### src/hdl/sbp_consts.svh
`ifndef SBP_CONSTS_SVH
`define SBP_CONSTS_SVH

// link timing: 1200 baud, 8 data bits, no parity, 1 stop bit
`define SBP_CLK_HZ      100000000
`define SBP_BAUD        1200
`define SBP_DATA_BITS   4'h8
// characters of the boot exchange
`define SBP_SYNC_BYTE   8'hFF
`define SBP_READY_CHAR  8'hFF
// loader image size and where it holds the destination pointer
`define SBP_LOADER_LEN  25
`define SBP_DST_HI_IDX  1
`define SBP_DST_LO_IDX  2
// bytes programmed before completion is flagged
`define SBP_PROG_LEN    8192
// reset levels of the pins
`define SBP_TXD_IDLE    1'b1
`define SBP_PORTC0_RST  1'b1

`endif

### src/hdl/sbp_pkg.sv
package sbp_pkg;

  // request to the nonvolatile array, held until acknowledged
  typedef struct packed {
    logic        wr;
    logic        rd;
    logic [15:0] addr;
    logic [7:0]  data;
  } sbp_mem_req_t;

  // answer from the nonvolatile array
  typedef struct packed {
    logic       done;
    logic [7:0] rdata;
  } sbp_mem_rsp_t;

  typedef enum logic [1:0] {
    RX_IDLE,
    RX_START,
    RX_DATA,
    RX_STOP
  } sbp_rx_st_t;

  typedef enum logic [3:0] {
    CS_SYNC,
    CS_LOAD,
    CS_EXEC,
    CS_READY,
    CS_WAIT,
    CS_WRITE,
    CS_READ,
    CS_SEND,
    CS_DONE
  } sbp_ctl_st_t;

endpackage

### src/hdl/sbp_boot_prog.sv
// Notes on behaviour
// RQ1: host opens with an all-ones sync byte; receiver runs at 1200 baud.
// RQ2: host sends the loader right after sync, with no gaps.
// RQ3: every loader byte received is echoed back on the transmit line.
// RQ4: after the last loader byte, execution starts with no host action.
// RQ5: loaded code drives port C bit 0 low, sets pointers, enters ROM routine.
// RQ6: control passes to the programming routine held in boot ROM.
// RQ7: receiver holds one finished byte while shifting in the next.
// RQ8: host sends the first data byte for the first location.
// RQ9: after programming a byte, read it back and transmit the value.
// RQ10: host compares each read-back with what it sent.
// RQ11: byte N+1 sits buffered and is programmed while host checks byte N.
// RQ12: host sends byte N+2 only after byte N is verified.
// RQ13: verify-and-queue repeats until host data runs out. The code stops after PROG_LEN bytes instead.
// RQ14: completion is shown on port C bit 0. The code flags it on o_done; port C bit 0 is already low from hand-off.
// RQ15: host supplies programming voltage on the high-voltage interrupt pin.
// RQ16: frames are 8 data bits, no parity, 1 stop bit at 1200 baud.
// RQ17: device sends one ready character before accepting data.
// RQ18: host logs every mismatch and keeps streaming.
`include "sbp_consts.svh"

module sbp_boot_prog
  import sbp_pkg::*;
#(
  parameter int BIT_CYC    = `SBP_CLK_HZ / `SBP_BAUD,
  parameter int LOADER_LEN = `SBP_LOADER_LEN,
  parameter int PROG_LEN   = `SBP_PROG_LEN
) (
  // clock and reset
  input  wire logic         i_core_clk,
  input  wire logic         i_resetn,
  // serial link
  input  wire logic         i_rxd,
  output logic              o_txd,
  // programming voltage sense
  input  wire logic         i_hv_present,
  // nonvolatile array
  output sbp_mem_req_t      o_mem,
  input  wire sbp_mem_rsp_t i_mem,
  // status pins
  output logic              o_portc0,
  output logic              o_done,
  output logic              o_overrun
);

  localparam int CNT_W = $clog2(BIT_CYC + 1);
  localparam int LD_W  = $clog2(LOADER_LEN + 1);
  localparam int PG_W  = $clog2(PROG_LEN + 1);
  localparam logic [CNT_W-1:0] BIT_LAST = CNT_W'(BIT_CYC - 1);
  localparam logic [CNT_W-1:0] HALF_BIT = CNT_W'(BIT_CYC / 2);

  // parameters the logic cannot serve
  if (BIT_CYC < 4 || LOADER_LEN <= `SBP_DST_LO_IDX || PROG_LEN < 1 ||
      PROG_LEN > 65536) begin : g_bad_param
    $error("sbp_boot_prog: unsupported parameter value");
  end

  // true when a bit-period counter reaches the given limit
  function automatic logic at_count(input logic [CNT_W-1:0] cnt,
                                    input logic [CNT_W-1:0] lim);
    return cnt == lim;
  endfunction

  // ---------------- receiver ----------------
  sbp_rx_st_t       rx_st_r,    rx_st_nxt;
  logic [CNT_W-1:0] rx_cnt_r,   rx_cnt_nxt;
  logic [3:0]       rx_bit_r,   rx_bit_nxt;
  logic [7:0]       rx_sh_r,    rx_sh_nxt;
  logic [7:0]       rx_buf_r,   rx_buf_nxt;
  logic             rx_vld_r,   rx_vld_nxt;
  logic             ovr_r,      ovr_nxt;
  logic             rx_take;

  // fixed-rate 8N1 receiver with a one-byte holding buffer
  always_comb begin
    rx_st_nxt  = rx_st_r;
    rx_cnt_nxt = rx_cnt_r + 1'b1;
    rx_bit_nxt = rx_bit_r;
    rx_sh_nxt  = rx_sh_r;
    rx_buf_nxt = rx_buf_r;
    rx_vld_nxt = rx_vld_r & ~rx_take;
    ovr_nxt    = ovr_r;
    unique case (rx_st_r)
      RX_IDLE: begin
        rx_cnt_nxt = '0;
        if (!i_rxd) rx_st_nxt = RX_START;
      end
      RX_START: begin
        // recheck mid start bit so a glitch does not open a frame
        if (at_count(rx_cnt_r, HALF_BIT)) begin
          rx_cnt_nxt = '0;
          rx_bit_nxt = '0;
          rx_st_nxt  = i_rxd ? RX_IDLE : RX_DATA;
        end
      end
      RX_DATA: begin
        if (at_count(rx_cnt_r, BIT_LAST)) begin
          rx_cnt_nxt = '0;
          rx_sh_nxt  = {i_rxd, rx_sh_r[7:1]}; // RQ16
          rx_bit_nxt = rx_bit_r + 1'b1;
          if (rx_bit_r == `SBP_DATA_BITS - 1'b1) rx_st_nxt = RX_STOP;
        end
      end
      RX_STOP: begin
        if (at_count(rx_cnt_r, BIT_LAST)) begin
          rx_st_nxt = RX_IDLE;
          // a bad stop bit drops the frame
          if (i_rxd) begin
            // a full buffer not taken this cycle keeps its byte and flags overrun
            if (rx_vld_r && !rx_take) begin
              ovr_nxt = 1'b1;
            end else begin
              rx_buf_nxt = rx_sh_r; // RQ7
              rx_vld_nxt = 1'b1;
            end
          end
        end
      end
    endcase
  end

  always_ff @(posedge i_core_clk) begin
    if (!i_resetn) begin
      rx_st_r  <= RX_IDLE;
      rx_cnt_r <= '0;
      rx_bit_r <= '0;
      rx_sh_r  <= '0;
      rx_buf_r <= '0;
      rx_vld_r <= 1'b0;
      ovr_r    <= 1'b0;
    end else begin
      rx_st_r  <= rx_st_nxt;
      rx_cnt_r <= rx_cnt_nxt;
      rx_bit_r <= rx_bit_nxt;
      rx_sh_r  <= rx_sh_nxt;
      rx_buf_r <= rx_buf_nxt;
      rx_vld_r <= rx_vld_nxt;
      ovr_r    <= ovr_nxt;
    end
  end

  // ---------------- transmitter ----------------
  logic [9:0]       tx_sh_r,   tx_sh_nxt;
  logic [3:0]       tx_left_r, tx_left_nxt;
  logic [CNT_W-1:0] tx_cnt_r,  tx_cnt_nxt;
  logic             txd_r,     txd_nxt;
  logic             tx_go;
  logic [7:0]       tx_data;
  logic             tx_idle;

  assign tx_idle = (tx_left_r == '0);

  // 10-bit frame shifter, lsb first, stop bit last
  always_comb begin
    tx_sh_nxt   = tx_sh_r;
    tx_left_nxt = tx_left_r;
    tx_cnt_nxt  = tx_cnt_r;
    txd_nxt     = txd_r;
    if (tx_idle) begin
      txd_nxt = `SBP_TXD_IDLE;
      if (tx_go) begin
        tx_sh_nxt   = {1'b1, tx_data, 1'b0}; // RQ16
        tx_left_nxt = `SBP_DATA_BITS + 4'h2;
        tx_cnt_nxt  = '0;
        txd_nxt     = 1'b0;
      end
    end else if (at_count(tx_cnt_r, BIT_LAST)) begin
      tx_cnt_nxt  = '0;
      tx_sh_nxt   = {1'b1, tx_sh_r[9:1]};
      tx_left_nxt = tx_left_r - 1'b1;
      txd_nxt     = (tx_left_r == 4'h1) ? `SBP_TXD_IDLE : tx_sh_r[1];
    end else begin
      tx_cnt_nxt = tx_cnt_r + 1'b1;
    end
  end

  always_ff @(posedge i_core_clk) begin
    if (!i_resetn) begin
      tx_sh_r   <= '1;
      tx_left_r <= '0;
      tx_cnt_r  <= '0;
      txd_r     <= `SBP_TXD_IDLE;
    end else begin
      tx_sh_r   <= tx_sh_nxt;
      tx_left_r <= tx_left_nxt;
      tx_cnt_r  <= tx_cnt_nxt;
      txd_r     <= txd_nxt;
    end
  end

  // ---------------- boot and programming control ----------------
  logic [7:0]      ld_mem [LOADER_LEN];
  sbp_ctl_st_t     st_r,     st_nxt;
  logic [LD_W-1:0] ld_cnt_r, ld_cnt_nxt;
  logic [PG_W-1:0] src_r,    src_nxt;
  logic [15:0]     dst_r,    dst_nxt;
  sbp_mem_req_t    mem_r,    mem_nxt;
  logic [7:0]      rb_r,     rb_nxt;
  logic            pc0_r,    pc0_nxt;
  logic            done_r,   done_nxt;
  logic            ld_we;

  // sequencing of sync, loader, hand-off and the pipelined program loop
  always_comb begin
    st_nxt     = st_r;
    ld_cnt_nxt = ld_cnt_r;
    src_nxt    = src_r;
    dst_nxt    = dst_r;
    mem_nxt    = mem_r;
    rb_nxt     = rb_r;
    pc0_nxt    = pc0_r;
    done_nxt   = done_r;
    rx_take    = 1'b0;
    tx_go      = 1'b0;
    tx_data    = rb_r;
    ld_we      = 1'b0;
    unique case (st_r)
      CS_SYNC: begin
        // anything but the sync character is discarded
        if (rx_vld_r) begin
          rx_take = 1'b1;
          if (rx_buf_r == `SBP_SYNC_BYTE) st_nxt = CS_LOAD; // RQ1
        end
      end
      CS_LOAD: begin
        // wait for the shifter so no echo is ever lost
        if (rx_vld_r && tx_idle) begin
          rx_take    = 1'b1;
          ld_we      = 1'b1;
          tx_go      = 1'b1;
          tx_data    = rx_buf_r; // RQ3
          ld_cnt_nxt = ld_cnt_r + 1'b1;
          if (ld_cnt_r == LD_W'(LOADER_LEN - 1)) st_nxt = CS_EXEC; // RQ4
        end
      end
      CS_EXEC: begin
        pc0_nxt = 1'b0; // RQ5
        src_nxt = '0; // RQ5
        dst_nxt = {ld_mem[`SBP_DST_HI_IDX], ld_mem[`SBP_DST_LO_IDX]}; // RQ5
        st_nxt  = CS_READY; // RQ6
      end
      CS_READY: begin
        if (tx_idle) begin
          tx_go   = 1'b1;
          tx_data = `SBP_READY_CHAR; // RQ17
          st_nxt  = CS_WAIT;
        end
      end
      CS_WAIT: begin
        // no write is started without programming voltage
        if (rx_vld_r && i_hv_present) begin
          rx_take      = 1'b1;
          mem_nxt.wr   = 1'b1;
          mem_nxt.addr = dst_r;
          mem_nxt.data = rx_buf_r; // RQ11
          st_nxt       = CS_WRITE;
        end
      end
      CS_WRITE: begin
        if (i_mem.done) begin
          mem_nxt.wr = 1'b0;
          mem_nxt.rd = 1'b1; // RQ9
          st_nxt     = CS_READ;
        end
      end
      CS_READ: begin
        if (i_mem.done) begin
          mem_nxt.rd = 1'b0;
          rb_nxt     = i_mem.rdata;
          st_nxt     = CS_SEND;
        end
      end
      CS_SEND: begin
        if (tx_idle) begin
          tx_go   = 1'b1; // RQ9
          dst_nxt = dst_r + 16'h0001;
          src_nxt = src_r + 1'b1;
          // loop back for the next queued byte
          st_nxt  = (src_r == PG_W'(PROG_LEN - 1)) ? CS_DONE : CS_WAIT; // RQ13
        end
      end
      CS_DONE: begin
        done_nxt = 1'b1; // RQ14
        pc0_nxt  = 1'b0; // RQ14
      end
    endcase
  end

  // loader image store; only written while the loader streams in
  always_ff @(posedge i_core_clk) begin
    if (ld_we) ld_mem[ld_cnt_r] <= rx_buf_r;
  end

  always_ff @(posedge i_core_clk) begin
    if (!i_resetn) begin
      st_r     <= CS_SYNC;
      ld_cnt_r <= '0;
      src_r    <= '0;
      dst_r    <= '0;
      mem_r    <= '0;
      rb_r     <= '0;
      pc0_r    <= `SBP_PORTC0_RST;
      done_r   <= 1'b0;
    end else begin
      st_r     <= st_nxt;
      ld_cnt_r <= ld_cnt_nxt;
      src_r    <= src_nxt;
      dst_r    <= dst_nxt;
      mem_r    <= mem_nxt;
      rb_r     <= rb_nxt;
      pc0_r    <= pc0_nxt;
      done_r   <= done_nxt;
    end
  end

  // every output straight from a flip-flop
  assign o_txd     = txd_r;
  assign o_mem     = mem_r;
  assign o_portc0  = pc0_r;
  assign o_done    = done_r;
  assign o_overrun = ovr_r;

endmodule

### config.mk
export PLATFORM = sky130hd
export DESIGN_NAME = sbp_boot_prog
export DESIGN_NICKNAME = d
export VERILOG_FILES = /design/src/hdl/sbp_pkg.sv /design/src/hdl/sbp_boot_prog.sv
export VERILOG_INCLUDE_DIRS = /design/src /design/src/hdl
export SDC_FILE = /design/constraint.sdc
export NUM_CORES = 1
export LEC_CHECK = 0
export ABC_CLOCK_PERIOD_IN_PS = 2900
export BUFFER_PORTS_ARGS = -buffer_cell sky130_fd_sc_hd__buf_4
export CORE_MARGIN = 3
export CORE_UTILIZATION = 28
export DETAILED_ROUTE_END_ITERATION = 12
export PLACE_DENSITY = 0.51
export SLEW_MARGIN = 25
export SYNTH_ARGS = -nofsm -noshare
export SYNTH_HDL_FRONTEND = slang
export SYNTH_SLANG_ARGS = --single-unit
### constraint.sdc
create_clock -name i_core_clk -period 2.9 [get_ports i_core_clk]
set_input_delay 0.29 -clock i_core_clk [delete_from_list [all_inputs] [get_ports i_core_clk]]
set_output_delay 0.29 -clock i_core_clk [all_outputs]
set_load 0.005 [all_outputs]
---- Yosys cells after proc, flatten, opt, wreduce, memory -nomap -nowiden ----
Memories as Yosys holds them, arrays and structs flattened.
Index checks and enable logic that the tools add are counted.
word-level totals
  bits of input ports ..................... 13
  bits in registers ....................... 148
  memories kept ........................... 1
  word-level logic and storage cells ...... 156
  memory bits (writable) .................. 200
cells by class
  bitwise operators ....................... 3
  add/subtract/negate cells ............... 7
  reduce and logical (&&, ||, !) cells .... 28
  mux-type cells .......................... 61
  eq/ne operators ......................... 34
memories
  memory  depth  bits a word  read ports  clocked after memory_dff  wr ports  line                  text
  ld_mem  25     8            2           0                         1         sbp_boot_prog.sv:192  logic [7:0] ld_mem [LOADER_LEN];
operators by type and width
  kind                   number
  $mux 17                5
  $mux 4                 15
  $pmux 17 s3            1
  $add 17x1->17 const B  2
  $eq 17x17->1 const B   2
  $pmux 16 s2            1
  $pmux 4 s8             1
  $mux 10                3
  $ne 2x2->1 const B     15
  $pmux 14 s2            1
  $eq 4x3->1 const B     5
  $eq 17x16->1 const B   1
  $mux 1                 17
  $add 16x1->16 const B  1
  $mux 16                1
  $pmux 8 s2             1
  $add 14x1->14 const B  1
  $eq 14x13->1 const B   1
  $mux 14                1
  $mux 2                 7
  $reduce_and 2->1       6
  $reduce_and 10->1      1
  $reduce_bool 2->1      5
  $reduce_and 3->1       3
  25 further kinds       36

---- Depth between registers and ports, before layout ----
  depth in word-level cells ............... 10
  depth in mapped cells ................... 9
  depth with buffers taken out ............ 7

---- Worst setup path before layout ----
No wires, ideal clock.
  path kind ............................... reg2reg
  from .................................... register tx_left_r[0]
  to ...................................... register st_r[1]
  stages on the path, launching flop included .. 9
  period minus slack after synthesis ...... 2162 ps
  setup slack ............................. 738 ps
  arrival ................................. 2092 ps
  path buffers ............................ 1
  path through ............................ dfxtp_1 -> inv_1 -> ha_1 -> or3b_4 -> buf_6 -> a311oi_1 -> o21ai_0 -> or4_1 -> a21oi_1
between the ends
  longest elaborated chain between the ends .. 4
  elaborated cells on any way between the ends .. 6
  those cells by class .................... eq/ne: 3; reduce/logical: 3
ends and longest elaborated chain
  element                        line                  text
  start, declared                sbp_boot_prog.sv:144  logic [3:0] tx_left_r, tx_left_nxt;
  start signal, assigned         sbp_boot_prog.sv:185  tx_left_r <= tx_left_nxt;
  $logic_not 4->1 *              sbp_boot_prog.sv:151  assign tx_idle = (tx_left_r == '0);
  $logic_and 1x1->1              sbp_boot_prog.sv:227  if (rx_vld_r && tx_idle) begin
  $ne 2x2->1 (no line)           --
  $reduce_and 10->1 (no line) *  --
  end signal, assigned           sbp_boot_prog.sv:305  st_r <= st_nxt;
  end, declared                  sbp_boot_prog.sv:193  sbp_ctl_st_t st_r, st_nxt;
Mark *: on every way between the ends. The rest lies on a longest branch, timed or not.
A chain may end at the register's enable or synchronous reset.

---- Worst setup path in the final report ----
  from .................................... register tx_left_r[0]
  to ...................................... register rx_buf_r[6]
between the ends
  longest elaborated chain between the ends .. 8
ends and longest elaborated chain
  element                     line                  text
  $logic_not 4->1             sbp_boot_prog.sv:151
  $logic_and 1x1->1           sbp_boot_prog.sv:227
  $mux 1                      sbp_boot_prog.sv:227
  $pmux 1 s3                  sbp_boot_prog.sv:217  unique case (st_r)
  $logic_not 1->1             sbp_boot_prog.sv:110  if (rx_vld_r && !rx_take) begin
  $logic_and 1x1->1           sbp_boot_prog.sv:110
  $not 1->1 (no line)         --
  $reduce_and 4->1 (no line)  --
  end signal, assigned        sbp_boot_prog.sv:136  rx_buf_r <= rx_buf_nxt;
  end, declared               sbp_boot_prog.sv:69   logic [7:0] rx_buf_r, rx_buf_nxt;
No other way between the ends.

==> results.yml <==
timing:
  max_slew_margin_pct: 39.3
  finClkSkew_ns: 0.0113
  min_period_ns: 2.42
  maxSlewViolCount: 0
  setup_violations: 0
  worst_pin_slew_ns: 0.910
  hold_violations: 0
  timing.setup.tns_ns: 0
  fmax_mhz: 413
  period_share_pct: 83.6
  rsz0062_at_grt: "no"
  setup_ws_ns: 0.476
clock_tree:
  cts-resized-gates: 0
  post-cts-setup-buffers: 0
  clock-sinks: 162
  cts_buffers: 17
  htree_levels: 4
  clkTransAtPathRegs_ns: 0.06
  cts_tree: "yes"
  ctsHoldBuffers: 0
  cts_root_buf: "clkbuf_16"
  worstSkewPairLatency_ns: 0.43
  cts_buffer_depth: 2
logic_synthesis:
  async_reset_ff_share_pct: 0
  avgSynthCellArea_sq_um: 8.67
  synth-seq-cells: 162
  syn_area_sq_mm: 0.00747
  yosysWarnings: 0
  ys_types: 70
  synth_ff_type: "dfxtp_1"
  synth_nets: 890
  synth_edf_count: 16
  syn_inst: 862
  synth-seq-area-share_pct: 45.6
setup_path:
  crit_path_end_kind: "register"
  start_kind: "register"
  worstPathRequired_ns: 3.20
  cp.arrival_ns: 2.72
  worst-path-max-fanout: 21
  worstSetupPathType: "register to register"
  startpoint: "tx_left_r[0]"
  rr_startpoint: "tx_left_r[0]"
drt:
  ant_nets: 0
  drc: 0
  dr.pass1.iters: 5
  vias: 6069
  routedWlPerCell_um: 15.0
  drt_iter0_markers: 359
  wl_um: 18500
  via_per_inst: 4.92
global_route:
  antenna_found_initial: 0
  grt_use_total_pct: 13.1
  first_global_vias: 5587
  overflow: 0
  grt_max_degree: 48
  grt_pass1_wl_um: 30400
floorplan:
  core-area_sq_mm: 0.0261
  die-area_sq_mm: 0.0287
  die_w_um: 169
  rows: 59
  die_y_um: 169
  io_pins: 43
  initial_utilization_pct: 28.6
finish:
  diodes: 0
  final_nets: 915
  drive_above_1_share_pct: 12.1
  fillers: 2774
  syn_to_final_growth_pct: 16.7
power_and_ir_drop:
  p_leak_nw: 3.03
  p_per_area_mw_per_mm2: 529
  ir_worst_vdd_v: 0.000272
placement:
  hpwl_um: 12500
  numPortBuffers: 42
  post-place-ws_ns: 0.503
  gp_congestion: 0.788
outcome:
  outcome: "finished, final reports clean"
job:
  maxCapViolCount: 0
worst_hold_path:
  min_from: "i_mem[3]"
  hp-class: "input pin to register"
## report_power, final
| part | leakage (nW) | internal, mW | switching [mW] |
|---|---|---|---|
| Sequential | 1.29 | 2.26 | 0.00452 |
| Combinational | 1.45 | 0.0229 | 0.0525 |
| Clock | 0.288 | 1.34 | 0.931 |
| Total | 3.03 | 3.62 | 0.988 |
## Yosys cell counts (3+ instances only)
| cell type | n | area, sq um |
|---|---|---|
| o22a_1 | 7 | 61.3 |
| a21oi_1 | 59 | 295 |
| nor2b_1 | 8 | 50.1 |
| or4bb_1 | 3 | 33.8 |
| xnor2_1 | 23 | 201 |
| or2_2 | 5 | 31.3 |
| nor3_1 | 23 | 115 |
| buf_2 | 8 | 40.0 |
| a31oi_1 | 5 | 31.3 |
| nand4_1 | 17 | 106 |
| a311oi_1 | 3 | 26.3 |
| nor2_1 | 109 | 409 |
| clkbuf_1 | 41 | 154 |
| nor4_1 | 13 | 81.3 |
| nor3b_1 | 6 | 45.0 |
| a211oi_1 | 5 | 37.5 |
| nand3b_1 | 4 | 30.0 |
| dfxtp_1 | 146 | 2920 |
| mux2i_1 | 29 | 290 |
| buf_1 | 3 | 11.3 |
| inv_1 | 18 | 67.6 |
| or4_1 | 8 | 60.1 |
| ha_1 | 15 | 188 |
| or3_1 | 5 | 31.3 |
| o21ai_0 | 34 | 170 |
| nand2_1 | 113 | 424 |
| and3_1 | 9 | 56.3 |
| a22oi_1 | 5 | 37.5 |
| xor2_1 | 16 | 140 |
| and4_1 | 6 | 52.6 |
| o221ai_1 | 7 | 61.3 |
| o21a_1 | 5 | 37.5 |
| nand4b_1 | 6 | 52.6 |
| a41oi_1 | 7 | 61.3 |
| o31ai_1 | 3 | 22.5 |
| edfxtp_1 | 16 | 480 |
| nand3_1 | 26 | 130 |
## placed cells by master, fill, tap and decap left out, types with 7 or more instances in the layout
master     synthesis  routed
a21oi_1           59      59
clkbuf_16          0      18
nor2b_1            8       8
xnor2_1           23      23
nand2_1          113     113
nand4_1           17      17
nor2_1           109     109
nor4_1            13      12
inv_1             18      17
o22a_1             7       7
or4_1              8       8
nand3_1           26      26
buf_4              1      60
edfxtp_1          16      16
o21ai_0           34      33
mux2i_1           29      29
ha_1              15      15
dfxtp_1          146     146
and3_1             9       9
xor2_1            16      16
o221ai_1           7       7
a41oi_1            7       7
nor3_1            23      23
## metal layers
metal | GRT usage (%) | part of all wire, %
met2 | 18.4 | 41
met5 | 0 | 0
met4 | 4.02 | 1.2
met3 | 2.89 | 3.7
met1 | 19.8 | 54
## critical path: stages (launching register included)
cell       delay (ns)
dfxtp_1          0.32
inv_1            0.12
ha_1             0.21
or3b_4           0.53
a21boi_0         0.40
o2111ai_2        0.40
mux2i_1          0.27
nor2_1           0.05
## area by class of cell
class                   count  area, sq um  share of cell area, %
multi-input cells         628         3790                   43.4
inverters                  18         67.6                  0.775
clock buffers              20          468                   5.37
flip-flops and latches    162         3400                   39.0
repair buffers             60          450                   5.16
well taps                 335          419                   4.81
clock inverters            11          126                   1.45
## worst paths after layout
| check | endpoint | slack, ns | depth (start not counted) |
|---|---|---|---|
| worst max register to register | rx_buf_r[6] | 0.48 | 7 |
| worst min register to register | o_mem[17] | 0.45 | 2 |
| worst max-delay path | rx_buf_r[6] | 0.48 | 7 |
| worst min-delay path | rb_r[3] | 0.1 | 3 |
## through the flow
step | cell area, sq um | cells | utilization [%] | hold slack, ns | total power, mW
2_1_floorplan | 7470 | 862 | - | 0.434 | 2.36
3_3_place_gp | 8130 | 1203 | 31.1 | 0.444 | 2.39
3_5_place_dp | 8130 | 1203 | 31.1 | 0.447 | 2.39
4_1_cts | 8720 | 1234 | 33.4 | 0.0863 | 4.67
5_1_grt | 8720 | 1234 | 33.4 | 0.102 | 4.78
6_report | 8720 | 1234 | 33.4 | 0.0992 | 4.61
## flip-flops by register name, summed over array words and instances, names as in the netlist, 4 cells and up, named ones only
| register | count |
|---|---|
| dst_r | 16 |
| ld_cnt_r | 5 |
| ld_mem | 16 |
| o_mem | 26 |
| rb_r | 8 |
| rx_bit_r | 4 |
| rx_buf_r | 8 |
| rx_cnt_r | 17 |
| rx_sh_r | 8 |
| src_r | 14 |
| st_r | 4 |
| tx_cnt_r | 17 |
| tx_left_r | 4 |
| tx_sh_r | 8 |
## cells by family after synthesis
logic type / synth area share, %
muxes: 3.89
DFF: 45.6
and+or+nand+nor: 25.4
buffers and inverters: 3.90
AOI/OAI and AO/OA: 14.1
xor gates and xnor gates: 4.57
adders and majority gates: 2.51
Note: power is estimated with default switching activity, not from simulation.
